**config.mk**
```make
export PLATFORM = sky130hd
export DESIGN_NAME = cms_top
export DESIGN_NICKNAME = d
export VERILOG_FILES = /design/src/cms_pkg.sv /design/src/cms_pll_if.sv /design/src/cms_top.sv /design/src/cms_pll.sv
export SDC_FILE = /design/constraint.sdc
export NUM_CORES = 1
export LEC_CHECK = 0
export ABC_CLOCK_PERIOD_IN_PS = 6530
export BUFFER_PORTS_ARGS = -buffer_cell sky130_fd_sc_hd__buf_2
export CORE_MARGIN = 2
export CORE_UTILIZATION = 30
export DETAILED_ROUTE_END_ITERATION = 16
export PLACE_DENSITY = 0.57
export SLEW_MARGIN = 20
export SYNTH_ARGS = -nofsm -noshare
export SYNTH_HDL_FRONTEND = slang
export SYNTH_HIERARCHICAL = 1
export SYNTH_SLANG_ARGS = --single-unit
```
**constraint.sdc**
```tcl
create_clock -name mclk -period 6.53 [get_ports mclk]
set_input_delay 0.3265 -clock mclk [delete_from_list [all_inputs] [get_ports mclk]]
set_output_delay 0.3265 -clock mclk [all_outputs]
set_load 0.02 [all_outputs]
```
**src/cms_pkg.sv**
```systemverilog
// constants, register map and mode tables for the cpu clock mode select block
// What this block does
// - CPU clock mechanism chosen by three-bit mode field, latch bits 7 to 5.
// - long hardware reset loads latch from port 0 upper byte pins.
// - software may reload the latch from reset control register upper byte.
// - mode decode: 111 x4, 110 x3, 101 x2, 100 x5, 011 x1, 010 x1.5, 001 /2, 000 x2.5.
// - prescaler mode: CPU clock phase lasts exactly one oscillator period.
// - PLL modes multiply by factor, resync every factor-th transition, smoothly.
// - direct drive: PLL off, CPU clock follows oscillator and its duty cycle.
// - direct drive: two consecutive CPU phases equal one oscillator period.
// - both CPU clock edges trigger operations; edge interval is the timing unit.
// - emulation or emulation hold mode: top mode pin is taken inverted.
package cms_pkg;

  // mode field position inside the latch
  localparam int MODE_MSB = 7;
  localparam int MODE_LSB = 5;
  localparam int MODE_W = 3;

  // mode codes
  localparam logic [2:0] MODE_X2P5 = 3'h0;
  localparam logic [2:0] MODE_DIV2 = 3'h1;
  localparam logic [2:0] MODE_X1P5 = 3'h2;
  localparam logic [2:0] MODE_DIRECT = 3'h3;
  localparam logic [2:0] MODE_X5 = 3'h4;
  localparam logic [2:0] MODE_X2 = 3'h5;
  localparam logic [2:0] MODE_X3 = 3'h6;
  localparam logic [2:0] MODE_X4 = 3'h7;

  // register byte addresses
  localparam int ADDR_W = 5;
  localparam logic [4:0] ADDR_LATCH = 5'h00;
  localparam logic [4:0] ADDR_RSTCTL = 5'h04;
  localparam logic [4:0] ADDR_CMD = 5'h08;
  localparam logic [4:0] ADDR_STATUS = 5'h0C;
  localparam logic [4:0] ADDR_PHASE = 5'h10;

  // field positions
  localparam int CMD_RELOAD_BIT = 0;
  localparam int RSTCTL_HI_LSB = 8;
  localparam logic [15:0] RSTCTL_RESET = 16'h0000;
  localparam logic [7:0] LATCH_RESET = 8'hFF;
  localparam logic [31:0] RDATA_UNMAPPED = 32'h0000_0000;

  localparam int HALF_W = 4;
  localparam int EDGE_W = 3;

  // cpu clock phases per oscillator period (twice the factor)
  function automatic logic [3:0] half_steps(input logic [2:0] mode);
    logic [3:0] r;
    r = 4'h8;
    case (mode)
      MODE_X4: r = 4'h8;
      MODE_X3: r = 4'h6;
      MODE_X2: r = 4'h4;
      MODE_X5: r = 4'hA;
      MODE_DIRECT: r = 4'h2;
      MODE_X1P5: r = 4'h3;
      MODE_DIV2: r = 4'h1;
      default: r = 4'h5;
    endcase
    return r;
  endfunction

  // oscillator transitions between two resync points
  function automatic logic [2:0] resync_edges(input logic [2:0] mode);
    logic [2:0] r;
    r = 3'h4;
    case (mode)
      MODE_X4: r = 3'h4;
      MODE_X3: r = 3'h3;
      MODE_X5: r = 3'h5;
      default: r = 3'h2;
    endcase
    return r;
  endfunction

endpackage

```
**src/cms_pll_if.sv**
```systemverilog
// signals between the mode selector and its pll synthesiser
`timescale 1ns/10ps
interface cms_pll_if #(parameter int PER_W = 8);
  logic enable;
  logic [cms_pkg::HALF_W-1:0] steps;
  logic [cms_pkg::EDGE_W-1:0] resync_n;
  logic osc_edge;
  logic [PER_W-1:0] period;
  logic toggle;
  logic locked;
  modport ctl (output enable, output steps, output resync_n, output osc_edge,
    output period, input toggle, input locked);
  modport pll (input enable, input steps, input resync_n, input osc_edge,
    input period, output toggle, output locked);
endinterface

```
**src/cms_top.sv**
```systemverilog
// cpu clock mode selector: config latch, mode decode, clock generation, register slave
//
// The placing of the registers and the Avalon-MM slave port were chosen for this implementation.
`timescale 1ns/10ps
module cms_top #(
  parameter int PER_W = 8
) (
  input wire logic mclk,
  input wire logic sys_rst,
  input wire logic osc_in,
  input wire logic [7:0] port0_upper_byte,
  input wire logic emulation_mode,
  input wire logic emulation_hold_mode,
  input wire logic [4:0] avs_address,
  input wire logic avs_read,
  input wire logic avs_write,
  input wire logic [31:0] avs_writedata,
  input wire logic [3:0] avs_byteenable,
  output logic [31:0] avs_readdata,
  output logic avs_waitrequest,
  output logic cpu_clk,
  output logic cpu_edge,
  output logic pll_enable,
  output logic [2:0] clock_mode_field
);

  cms_pll_if #(.PER_W(PER_W)) pll_bus ();

  logic [7:0] reset_config_latch;
  logic [7:0] latch_next;
  logic [15:0] reset_control_reg;
  logic [15:0] rstctl_next;
  logic [2:0] mode;
  logic emu_inv;
  logic sw_reload;

  // oscillator sampling and period measurement
  logic osc_reg;
  logic osc_rise;
  logic osc_fall;
  logic osc_any;
  logic [PER_W-1:0] per_cnt_reg;
  logic [PER_W-1:0] per_cnt_next;
  logic [PER_W-1:0] period_reg;
  logic [PER_W-1:0] period_next;
  logic per_sat;

  // cpu clock generation
  logic is_direct;
  logic is_div2;
  logic is_pll;
  logic cpu_clk_reg;
  logic cpu_clk_next;
  logic cpu_edge_reg;
  logic cpu_edge_next;
  logic [15:0] phase_cnt_reg;
  logic [15:0] phase_cnt_next;
  logic [15:0] phase_len_reg;
  logic [15:0] phase_len_next;

  // bus slave
  logic req;
  logic ack_reg;
  logic ack_next;
  logic [31:0] rdata_reg;
  logic [31:0] rdata_next;
  logic hit_latch;
  logic hit_rstctl;
  logic hit_cmd;
  logic hit_status;
  logic hit_phase;
  logic wr_rstctl;
  logic wr_cmd;
  logic [31:0] status_word;

  // ---------------- configuration latch ----------------

  assign emu_inv = emulation_mode || emulation_hold_mode;

  assign sw_reload = wr_cmd && avs_byteenable[0] && avs_writedata[cms_pkg::CMD_RELOAD_BIT];

  always_comb
  begin
    latch_next = reset_config_latch;
    if (sys_rst)
    begin
      latch_next = port0_upper_byte;
      latch_next[cms_pkg::MODE_MSB] = port0_upper_byte[cms_pkg::MODE_MSB] ^ emu_inv;
    end
    else if (sw_reload)
      latch_next = reset_control_reg[15:cms_pkg::RSTCTL_HI_LSB];
  end

  // held until the next long reset or software reload
  always_ff @(posedge mclk)
  begin
    reset_config_latch <= latch_next;
  end

  assign mode = reset_config_latch[cms_pkg::MODE_MSB:cms_pkg::MODE_LSB];

  always_comb
  begin
    rstctl_next = reset_control_reg;
    if (wr_rstctl)
    begin
      if (avs_byteenable[0])
        rstctl_next[7:0] = avs_writedata[7:0];
      if (avs_byteenable[1])
        rstctl_next[15:8] = avs_writedata[15:8];
    end
  end

  always_ff @(posedge mclk)
  begin
    if (sys_rst)
      reset_control_reg <= cms_pkg::RSTCTL_RESET;
    else
      reset_control_reg <= rstctl_next;
  end

  // ---------------- mode decode ----------------

  assign is_direct = (mode == cms_pkg::MODE_DIRECT);
  assign is_div2 = (mode == cms_pkg::MODE_DIV2);
  assign is_pll = !is_direct && !is_div2;

  // ---------------- oscillator sampling ----------------

  assign osc_rise = osc_in && !osc_reg;
  assign osc_fall = !osc_in && osc_reg;
  assign osc_any = osc_rise || osc_fall;
  assign per_sat = &per_cnt_reg;

  always_comb
  begin
    per_cnt_next = per_sat ? per_cnt_reg : per_cnt_reg + 1'b1;
    period_next = period_reg;
    if (osc_rise)
    begin
      period_next = per_cnt_next;
      per_cnt_next = '0;
    end
  end

  always_ff @(posedge mclk)
  begin
    if (sys_rst)
    begin
      osc_reg <= 1'b0;
      per_cnt_reg <= '0;
      period_reg <= '0;
    end
    else
    begin
      osc_reg <= osc_in;
      per_cnt_reg <= per_cnt_next;
      period_reg <= period_next;
    end
  end

  // ---------------- pll synthesiser ----------------

  assign pll_bus.enable = is_pll;
  assign pll_bus.steps = cms_pkg::half_steps(mode);
  assign pll_bus.resync_n = cms_pkg::resync_edges(mode);
  assign pll_bus.osc_edge = osc_any;
  assign pll_bus.period = period_reg;

  cms_pll #(.PER_W(PER_W)) u_pll (
    .mclk(mclk),
    .sys_rst(sys_rst),
    .bus(pll_bus)
  );

  // ---------------- cpu clock selection ----------------

  // direct drive copies the sampled oscillator, so each pair of phases
  // spans one oscillator period whatever the duty cycle
  always_comb
  begin
    cpu_clk_next = cpu_clk_reg;
    if (is_direct)
      cpu_clk_next = osc_in;
    else if (is_div2)
    begin
      if (osc_rise)
        cpu_clk_next = !cpu_clk_reg;
    end
    else if (pll_bus.toggle)
      cpu_clk_next = !cpu_clk_reg;
  end

  assign cpu_edge_next = (cpu_clk_next != cpu_clk_reg);

  // phase length in mclk cycles, the measured clock_phase_interval
  always_comb
  begin
    phase_cnt_next = (&phase_cnt_reg) ? phase_cnt_reg : phase_cnt_reg + 16'h0001;
    phase_len_next = phase_len_reg;
    if (cpu_edge_next)
    begin
      phase_len_next = phase_cnt_next;
      phase_cnt_next = '0;
    end
  end

  always_ff @(posedge mclk)
  begin
    if (sys_rst)
    begin
      cpu_clk_reg <= 1'b0;
      cpu_edge_reg <= 1'b0;
      phase_cnt_reg <= '0;
      phase_len_reg <= '0;
    end
    else
    begin
      cpu_clk_reg <= cpu_clk_next;
      cpu_edge_reg <= cpu_edge_next;
      phase_cnt_reg <= phase_cnt_next;
      phase_len_reg <= phase_len_next;
    end
  end

  assign cpu_clk = cpu_clk_reg;
  assign cpu_edge = cpu_edge_reg;
  assign pll_enable = is_pll && !sys_rst;
  assign clock_mode_field = mode;

  // ---------------- avalon-mm slave ----------------

  // one wait state: the read word is built while waitrequest is high
  assign req = (avs_read || avs_write) && !sys_rst;
  assign avs_waitrequest = req && !ack_reg;
  assign ack_next = req && !ack_reg;

  assign hit_latch = (avs_address == cms_pkg::ADDR_LATCH);
  assign hit_rstctl = (avs_address == cms_pkg::ADDR_RSTCTL);
  assign hit_cmd = (avs_address == cms_pkg::ADDR_CMD);
  assign hit_status = (avs_address == cms_pkg::ADDR_STATUS);
  assign hit_phase = (avs_address == cms_pkg::ADDR_PHASE);

  assign wr_rstctl = avs_write && ack_reg && hit_rstctl;
  assign wr_cmd = avs_write && ack_reg && hit_cmd;

  assign status_word = {24'h00_0000, pll_bus.locked, is_pll, cpu_clk_reg, emu_inv, 1'b0, mode};

  always_comb
  begin
    rdata_next = rdata_reg;
    if (avs_read && !ack_reg)
    begin
      if (hit_latch)
        rdata_next = {24'h00_0000, reset_config_latch};
      else if (hit_rstctl)
        rdata_next = {16'h0000, reset_control_reg};
      else if (hit_status)
        rdata_next = status_word;
      else if (hit_phase)
        rdata_next = {16'h0000, phase_len_reg};
      else
        rdata_next = cms_pkg::RDATA_UNMAPPED;
    end
  end

  always_ff @(posedge mclk)
  begin
    if (sys_rst)
    begin
      ack_reg <= 1'b0;
      rdata_reg <= '0;
    end
    else
    begin
      ack_reg <= ack_next;
      rdata_reg <= rdata_next;
    end
  end

  assign avs_readdata = rdata_reg;

endmodule

```
**src/cms_pll.sv**
```systemverilog
// digital pll model: phase accumulator locked to the measured oscillator period
`timescale 1ns/10ps
module cms_pll #(
  parameter int PER_W = 8
) (
  input wire logic mclk,
  input wire logic sys_rst,
  cms_pll_if.pll bus
);

  logic [PER_W:0] acc_reg;
  logic [PER_W:0] acc_next;
  logic [PER_W:0] acc_sum;
  logic [cms_pkg::EDGE_W-1:0] edge_cnt_reg;
  logic [cms_pkg::EDGE_W-1:0] edge_cnt_next;
  logic resync_hit;
  logic wrap_hit;
  logic late_half;
  logic toggle_reg;
  logic toggle_next;
  logic locked_reg;

  assign acc_sum = acc_reg + (PER_W+1)'(bus.steps);
  assign wrap_hit = (bus.period != '0) && (acc_sum >= {1'b0, bus.period});
  assign resync_hit = bus.osc_edge && (edge_cnt_reg + 3'h1 >= bus.resync_n);
  // at a resync an edge that is at least half due fires now, otherwise the residue is dropped
  assign late_half = ({acc_reg, 1'b0} >= {1'b0, bus.period, 1'b0} - {2'b0, bus.period});

  always_comb
  begin
    acc_next = acc_reg;
    edge_cnt_next = edge_cnt_reg;
    toggle_next = 1'b0;
    if (!bus.enable)
    begin
      acc_next = '0;
      edge_cnt_next = '0;
    end
    else if (resync_hit)
    begin
      acc_next = '0;
      edge_cnt_next = '0;
      toggle_next = wrap_hit || late_half;
    end
    else
    begin
      if (bus.osc_edge)
        edge_cnt_next = edge_cnt_reg + 3'h1;
      if (wrap_hit)
      begin
        acc_next = acc_sum - {1'b0, bus.period};
        toggle_next = 1'b1;
      end
      else
        acc_next = acc_sum;
    end
  end

  always_ff @(posedge mclk)
  begin
    if (sys_rst)
    begin
      acc_reg <= '0;
      edge_cnt_reg <= '0;
      toggle_reg <= 1'b0;
      locked_reg <= 1'b0;
    end
    else
    begin
      acc_reg <= acc_next;
      edge_cnt_reg <= edge_cnt_next;
      toggle_reg <= toggle_next;
      locked_reg <= bus.enable && (bus.period != '0) && (resync_hit || locked_reg);
    end
  end

  assign bus.toggle = toggle_reg;
  assign bus.locked = locked_reg;

endmodule

```
======== Word-level counts from Yosys, hierarchy flattened ========
Cells that the tools add are included.
word-level totals
  word-level logic and storage cells ...... 95
  flip-flop bits (word level) ............. 122
  output and inout bits ................... 39
  input port bits ......................... 56
operators by class
  order comparisons ....................... 3
  bitwise logic cells ..................... 2
  reduce and logical (&&, ||, !) cells .... 39
  $add $sub $neg .......................... 6
  multiplexer cells ....................... 17
  eq/ne operators ......................... 12
operator list
  cell                                                                    number
  16-bit two-way mux                                                      5
  4-bit case mux with 7 select lines                                      1
  8-bit two-way mux                                                       3
  16-bit by 1-bit adder with 16-bit output (second input constant)        1
  1-bit logical AND                                                       16
  16-bit AND reduction                                                    1
  3-bit equality test (second input constant)                             4
  5-bit by 4-bit equality test with 1-bit output (second input constant)  2
  10-bit >= comparator                                                    1
  9-bit by 8-bit subtractor with 10-bit output                            1
  9-bit by 4-bit adder with 9-bit output                                  1
  9-bit by 8-bit >= comparator with 1-bit output                          1
  9-bit two-way mux                                                       1
  3-bit case mux with 3 select lines                                      1
  9-bit by 8-bit subtractor with 9-bit output                             1
  8-bit by 1-bit adder with 8-bit output (second input constant)          1
  8-bit AND reduction                                                     1
  8-bit nonzero test                                                      1
  1-bit logical NOT                                                       7
  3-bit by 2-bit equality test with 1-bit output (second input constant)  2
  1-bit two-way mux                                                       6
  2-bit OR reduction                                                      3
  5-bit by 3-bit equality test with 1-bit output (second input constant)  1
  5-bit equality test (second input constant)                             1
  11 further kinds                                                        16

======== Logic depth before layout (Yosys ltp) ========
  depth in word-level cells ............... 7
  depth in mapped cells ................... 18
  gate-level depth less buffers ........... 16

======== Hierarchy ========
Netlist, hierarchy kept.
modules (own cells, without submodules)
  module   area an instance (µm²)  cells each  instances  sequential area each (µm²)
  cms_top  4476.8                  481         1          1921.8
  cms_pll  1681.6                  203         1          280.3

======== Worst setup path before layout ========
OpenSTA, ideal clock, no wires.
  path type ............................... reg2reg
  start ................................... register reset_config_latch[6]
  end ..................................... register u_pll.acc_reg[1]
  slack ................................... 3.153 ns
  period minus slack after synthesis ...... 3.377 ns
  arrival time ............................ 3.248 ns
  required time ........................... 6.401 ns
  cell stages (with the launch flop) ...... 16
  library setup time ...................... 0.129 ns
  cells stage by stage .................... edfxtp_1 -> nor2b_1 -> or2_2 -> fa_1 -> nand3_1 -> and2_1 -> nor2_1 -> xor2_1 -> ha_1 -> and4_1 -> and2_1 -> a221oi_2 -> a21boi_2 -> buf_6 -> mux2i_1 -> nor2_1
on the way
  longest elaborated chain between the ends .. 6
ends and longest elaborated chain
  item                                                                          line             source
  from (decl)                                                                   cms_top.sv:29    logic [7:0] reset_config_latch;
  from (signal assigned)                                                        cms_top.sv:97    reset_config_latch <= latch_next;
  3-bit by 1-bit equality test with 1-bit output, or another cell as far along  cms_pkg.sv:52    case (mode)
  4-bit case mux with 7 select lines (*)                                        cms_pkg.sv:52
  via pll_bus.steps, one bit                                                    cms_pll_if.sv:5  logic [cms_pkg::HALF_W-1:0] steps;
  9-bit by 4-bit adder with 9-bit output (*)                                    cms_pll.sv:23    assign acc_sum = acc_reg + (PER_W+1)'(bus.steps);
  9-bit by 8-bit >= comparator with 1-bit output                                cms_pll.sv:24    assign wrap_hit = (bus.period != '0) && (acc_sum >= {1'b0, bus.period});
  1-bit logical AND                                                             cms_pll.sv:24
  9-bit two-way mux (*)                                                         cms_pll.sv:49    if (wrap_hit)
  to (signal assigned)                                                          cms_pll.sv:70    acc_reg <= acc_next;
  to (decl)                                                                     cms_pll.sv:11    logic [PER_W:0] acc_reg;
Mark *: on every way through the listed nets, which the timed path passes. The rest lies on a longest branch.
A chain may end at the register's enable or synchronous reset.

======== Final worst setup path ========
  start ................................... register reset_config_latch[6]
  end ..................................... register u_pll.acc_reg[6]
RTL lines
  item                                     line             source
  3-bit equality test                      cms_pkg.sv:69    case (mode)
  3-bit case mux with 3 select lines (*)   cms_pkg.sv:69
  via pll_bus.resync_n, one bit            cms_pll_if.sv:6  logic [cms_pkg::EDGE_W-1:0] resync_n;
  3-bit >= comparator (*)                  cms_pll.sv:25    assign resync_hit = bus.osc_edge && (edge_cnt_reg + 3'h1 >= bus.resync_n);
  1-bit logical AND (*)                    cms_pll.sv:25
  3-bit OR reduction (no source line) (*)  n/a
Marks and branches as above.

==> summary by stage <==
Critical path
The slowest stage of the critical path belongs to the cell sky130_fd_sc_hd__a21boi_2. The type of element launching the critical path is a flip-flop. The data required time at the worst endpoint is 6.76 ns.

The worst path arrival time is 4.40 ns. Along the worst path, the maximum fanout reaches 12. The largest single stage delay on the critical path is 0.62 ns. The most numerous cell type found on the critical path is sky130_fd_sc_hd__nor2_1.

The critical path contains buffers and inverters numbering 2 combined. The capturing element type of the critical path is a flip-flop. Among cell families on the critical path, the largest total delay comes from compound AO/OA/AOI/OAI gates. Walking the worst path, the cells encountered are inv_1 -> nor2_1 -> o21ai_0 -> inv_1 -> ha_1 -> a21oi_1 -> and2_1 -> nor2_1 -> xor2_1 -> ha_1 -> and4_1 -> and2_1 -> a221oi_2 -> a21boi_2 -> mux2i_1 -> nor2_1. The class of the most critical setup path is reg -> reg.

Clock tree
Hold repair after CTS inserted 0 buffers. The source-to-sink clock delay at the later pin of the worst-skew pair is 0.36 ns. The maximum level of the CTS H-tree is 3. The clock root buffer is sky130_fd_sc_hd__clkbuf_16.

TritonCTS built the clock tree. Clock tree synthesis found a total of 106 sinks. After clock tree synthesis, the clock-pin slew on the worst setup and hold paths is 0.08 ns. The number of gates given a new drive strength after cts is 0. Buffers added to address setup during post-CTS repair amount to 0. In this run, CTS created clock tree buffers numbering 9.

The maximum buffer depth of the clock tree is 2.

Floorplanning
The number of top-level pins is 95. The effective utilization at floorplan is 0.305. The die is 147 um tall. The floorplan has 52 rows. After floorplanning, the core was sized to cover 0.0202 mm^2.

The horizontal extent of the die is 147 um. The area of the die is 0.0217 mm^2.

STA
The post-route minimum period is 4.18 ns. The final worst setup slack is 2.35 ns. The post-route fraction of the period consumed by the critical path is 0.639. The number of endpoints failing setup at the final stage is 0. In this run the tightest slew margin relative to its limit is 0.483.

The total count of hold-check failures in the final report is 0. Timing would allow up to 0.239 GHz. For the final database, setup skew stands at 0.00805 ns. Summed over all failing endpoints, the final setup total negative slack is 0 ns. The number of pins exceeding their max-slew limit in the final report is 0. The transition time at the pin with the least slew margin is 0.771 ns. Setup repair after global routing left no endpoint under its margin.

Flow run
The number of violations of the max-capacitance limit is 0.

Route
After detailed routing, the number of remaining DRC violations is 0. The first routing iteration left 253 violations. The total routed wirelength is 14,900 um. The number of nets still failing antenna checks after routing is 0. The mean number of vias per cell is 4.89. After detailed routing, the average wire length per cell comes to 14.8 um. The via count of the routed design is 4,905. The first TritonRoute pass finished after 4 iterations.

Layout
The layout-stage area growth over the synthesis result is 11.4%. The net count of the finished layout is 825. In the final layout, the share of cells above drive strength 1 is 0.161.

The number of diodes added for antenna fixing is 0.

Placement
The worst setup timing slack at the placement stage is 2.37 ns. The total half-perimeter wirelength after legalization and detailed placement is 11,300 um. The weighted congestion at the end of routability-driven global placement is 0.809. During placement, the flow inserted port buffers numbering 60.

Synthesis
Yosys instantiated no cell more often than sky130_fd_sc_hd__dfxtp_1. The register area share after synthesis is 0.358. The number of distinct library cell variants in the gate-level netlist after synthesis is 80.

Yosys printed 6 warnings. Among all flip-flop cells after synthesis, the most frequent one is sky130_fd_sc_hd__dfxtp_1. The average cell area after synthesis is 9.00 um^2. The number of synthesized register bits is 106. Sorting the synthesized cells by area gives the leading types as sky130_fd_sc_hd__dfxtp_1 (32%), sky130_fd_sc_hd__ha_1 (7.9%), sky130_fd_sc_hd__mux2i_1 (4.7%). Summed over all instances, the cell type with the most area after synthesis is sky130_fd_sc_hd__dfxtp_1. After synthesis, the most frequently instantiated cells are sky130_fd_sc_hd__dfxtp_1 (98), sky130_fd_sc_hd__nor2_1 (62), sky130_fd_sc_hd__nand2_1 (53). In the synthesized netlist the async set-or-reset flop fraction comes to 0.

The number of enable flip-flop cells after synthesis is 8. In the synthesized netlist, the number of instances is 684. The fraction of post-synthesis cell area in the top cell type by area is 0.319.

Summing every instance area after synthesis gives 0.00616 mm^2.

Global route
The initial antenna violation count is 0. The largest net degree at the start of global routing is 53. The total congestion overflow after global routing is 0. The via count of the first global-routing pass is 4,789. The first-pass GRT wire length is 24,700 um. In the global route stage, overall resource usage came out at 0.140.

Outcome
The flow ran to the end, and the final reports show no timing, DRC or antenna violations.

Power
The cell area power density is 288 mW/mm^2. The worst-case vdd ir drop is 0.000159 V. The leakage power is 2.72 nW.

Min path
The classification of the worst-slack hold path is in -> reg.
[path summary, 6_finish.rpt]
path              slack, ns             startpoint  cells after the start                   end
setup / recovery       2.35  reset_config_latch[6]                     16      u_pll/acc_reg[6]
hold / removal         0.20       avs_writedata[4]                      3  reset_control_reg[4]
setup reg to reg       2.35  reset_config_latch[6]                     16      u_pll/acc_reg[6]
hold reg to reg        0.46       u_pll/bus.locked                      2      u_pll/bus.locked
[power by group]
part,switching [mW],leakage (nW),total (mW),internal (mW)
clock network,0.270,0.137,0.536,0.266
logic,0.397,1.71,0.688,0.291
registers,0.0515,0.876,0.752,0.701
total,0.718,2.72,1.98,1.26
[kinds of logic after synthesis]
logic type,count (synthesis),share of synthesized area
and+or+nand+nor,235,0.206
other,1,0.000609
buffers and inverters,85,0.0735
muxes,40,0.0683
AOI/OAI and AO/OA,149,0.170
DFF,106,0.358
adders and majority gates,41,0.0857
xor gates and xnor gates,27,0.0384
[metrics by stage]
stage                     power, mW   util  hold WS, ns  area [um^2]  cells
after floorplan                1.33      -        0.421         6210    699
after global placement         1.45  0.326        0.446         6570    987
after detailed placement       1.45  0.326        0.444         6570    987
after CTS                      1.99  0.340        0.191         6860   1003
after global routing           2.12  0.340        0.204         6860   1003
final                          1.98  0.340        0.198         6860   1003
[final cells by class]
type                    count  area (um^2)
repair buffers             62          315
clock buffers               9          225
multi-input cells         508         3560
well taps                 270          338
clock inverters             7         62.6
flip-flops and latches    106         2200
inverters                  41          156
fillers                  2131        13300
[placed cells by master (no fill, tap or decap), drive strengths merged, types with 6 or more instances in the layout]
cell,Yosys,layout
nor2b,9,9
nor2,64,64
conb,1,16
and2,10,10
nand2,53,53
nor4,10,10
nand4,7,7
xor2,16,16
dfxtp,98,98
edfxtp,8,8
ha,39,39
nor3,19,19
o2bb2ai,7,7
a22oi,8,8
o21ai,30,30
nand3,24,24
inv,41,44
a21o,6,6
a21oi,37,37
a211oi,7,7
and3,17,17
buf,35,62
xnor2,11,11
o221ai,10,10
mux2i,30,30
a31oi,10,10
mux2,10,10
clkbuf,9,9
[metal layers]
metal	share of wire	vias to the layer above	global-route usage
li1	-	2517	-
met1	0.49	2277	0.193
met2	0.45	97	0.224
met3	0.047	14	0.0388
met4	0.0089	0	0.0236
met5	0	-	0
[worst reg2reg max path, stage by stage (launching register included)]
cell	delay, ns
sky130_fd_sc_hd__edfxtp_1	0.55
sky130_fd_sc_hd__inv_1	0.22
sky130_fd_sc_hd__nor2_1	0.08
sky130_fd_sc_hd__o21ai_0	0.31
sky130_fd_sc_hd__inv_1	0.13
sky130_fd_sc_hd__ha_1	0.36
sky130_fd_sc_hd__a21oi_1	0.22
sky130_fd_sc_hd__and2_1	0.20
sky130_fd_sc_hd__nor2_1	0.06
sky130_fd_sc_hd__xor2_1	0.15
sky130_fd_sc_hd__ha_1	0.37
sky130_fd_sc_hd__and4_1	0.23
sky130_fd_sc_hd__and2_1	0.15
sky130_fd_sc_hd__a221oi_2	0.07
sky130_fd_sc_hd__a21boi_2	0.62
sky130_fd_sc_hd__mux2i_1	0.27
sky130_fd_sc_hd__nor2_1	0.05
Power figures use the tool's default switching activity.
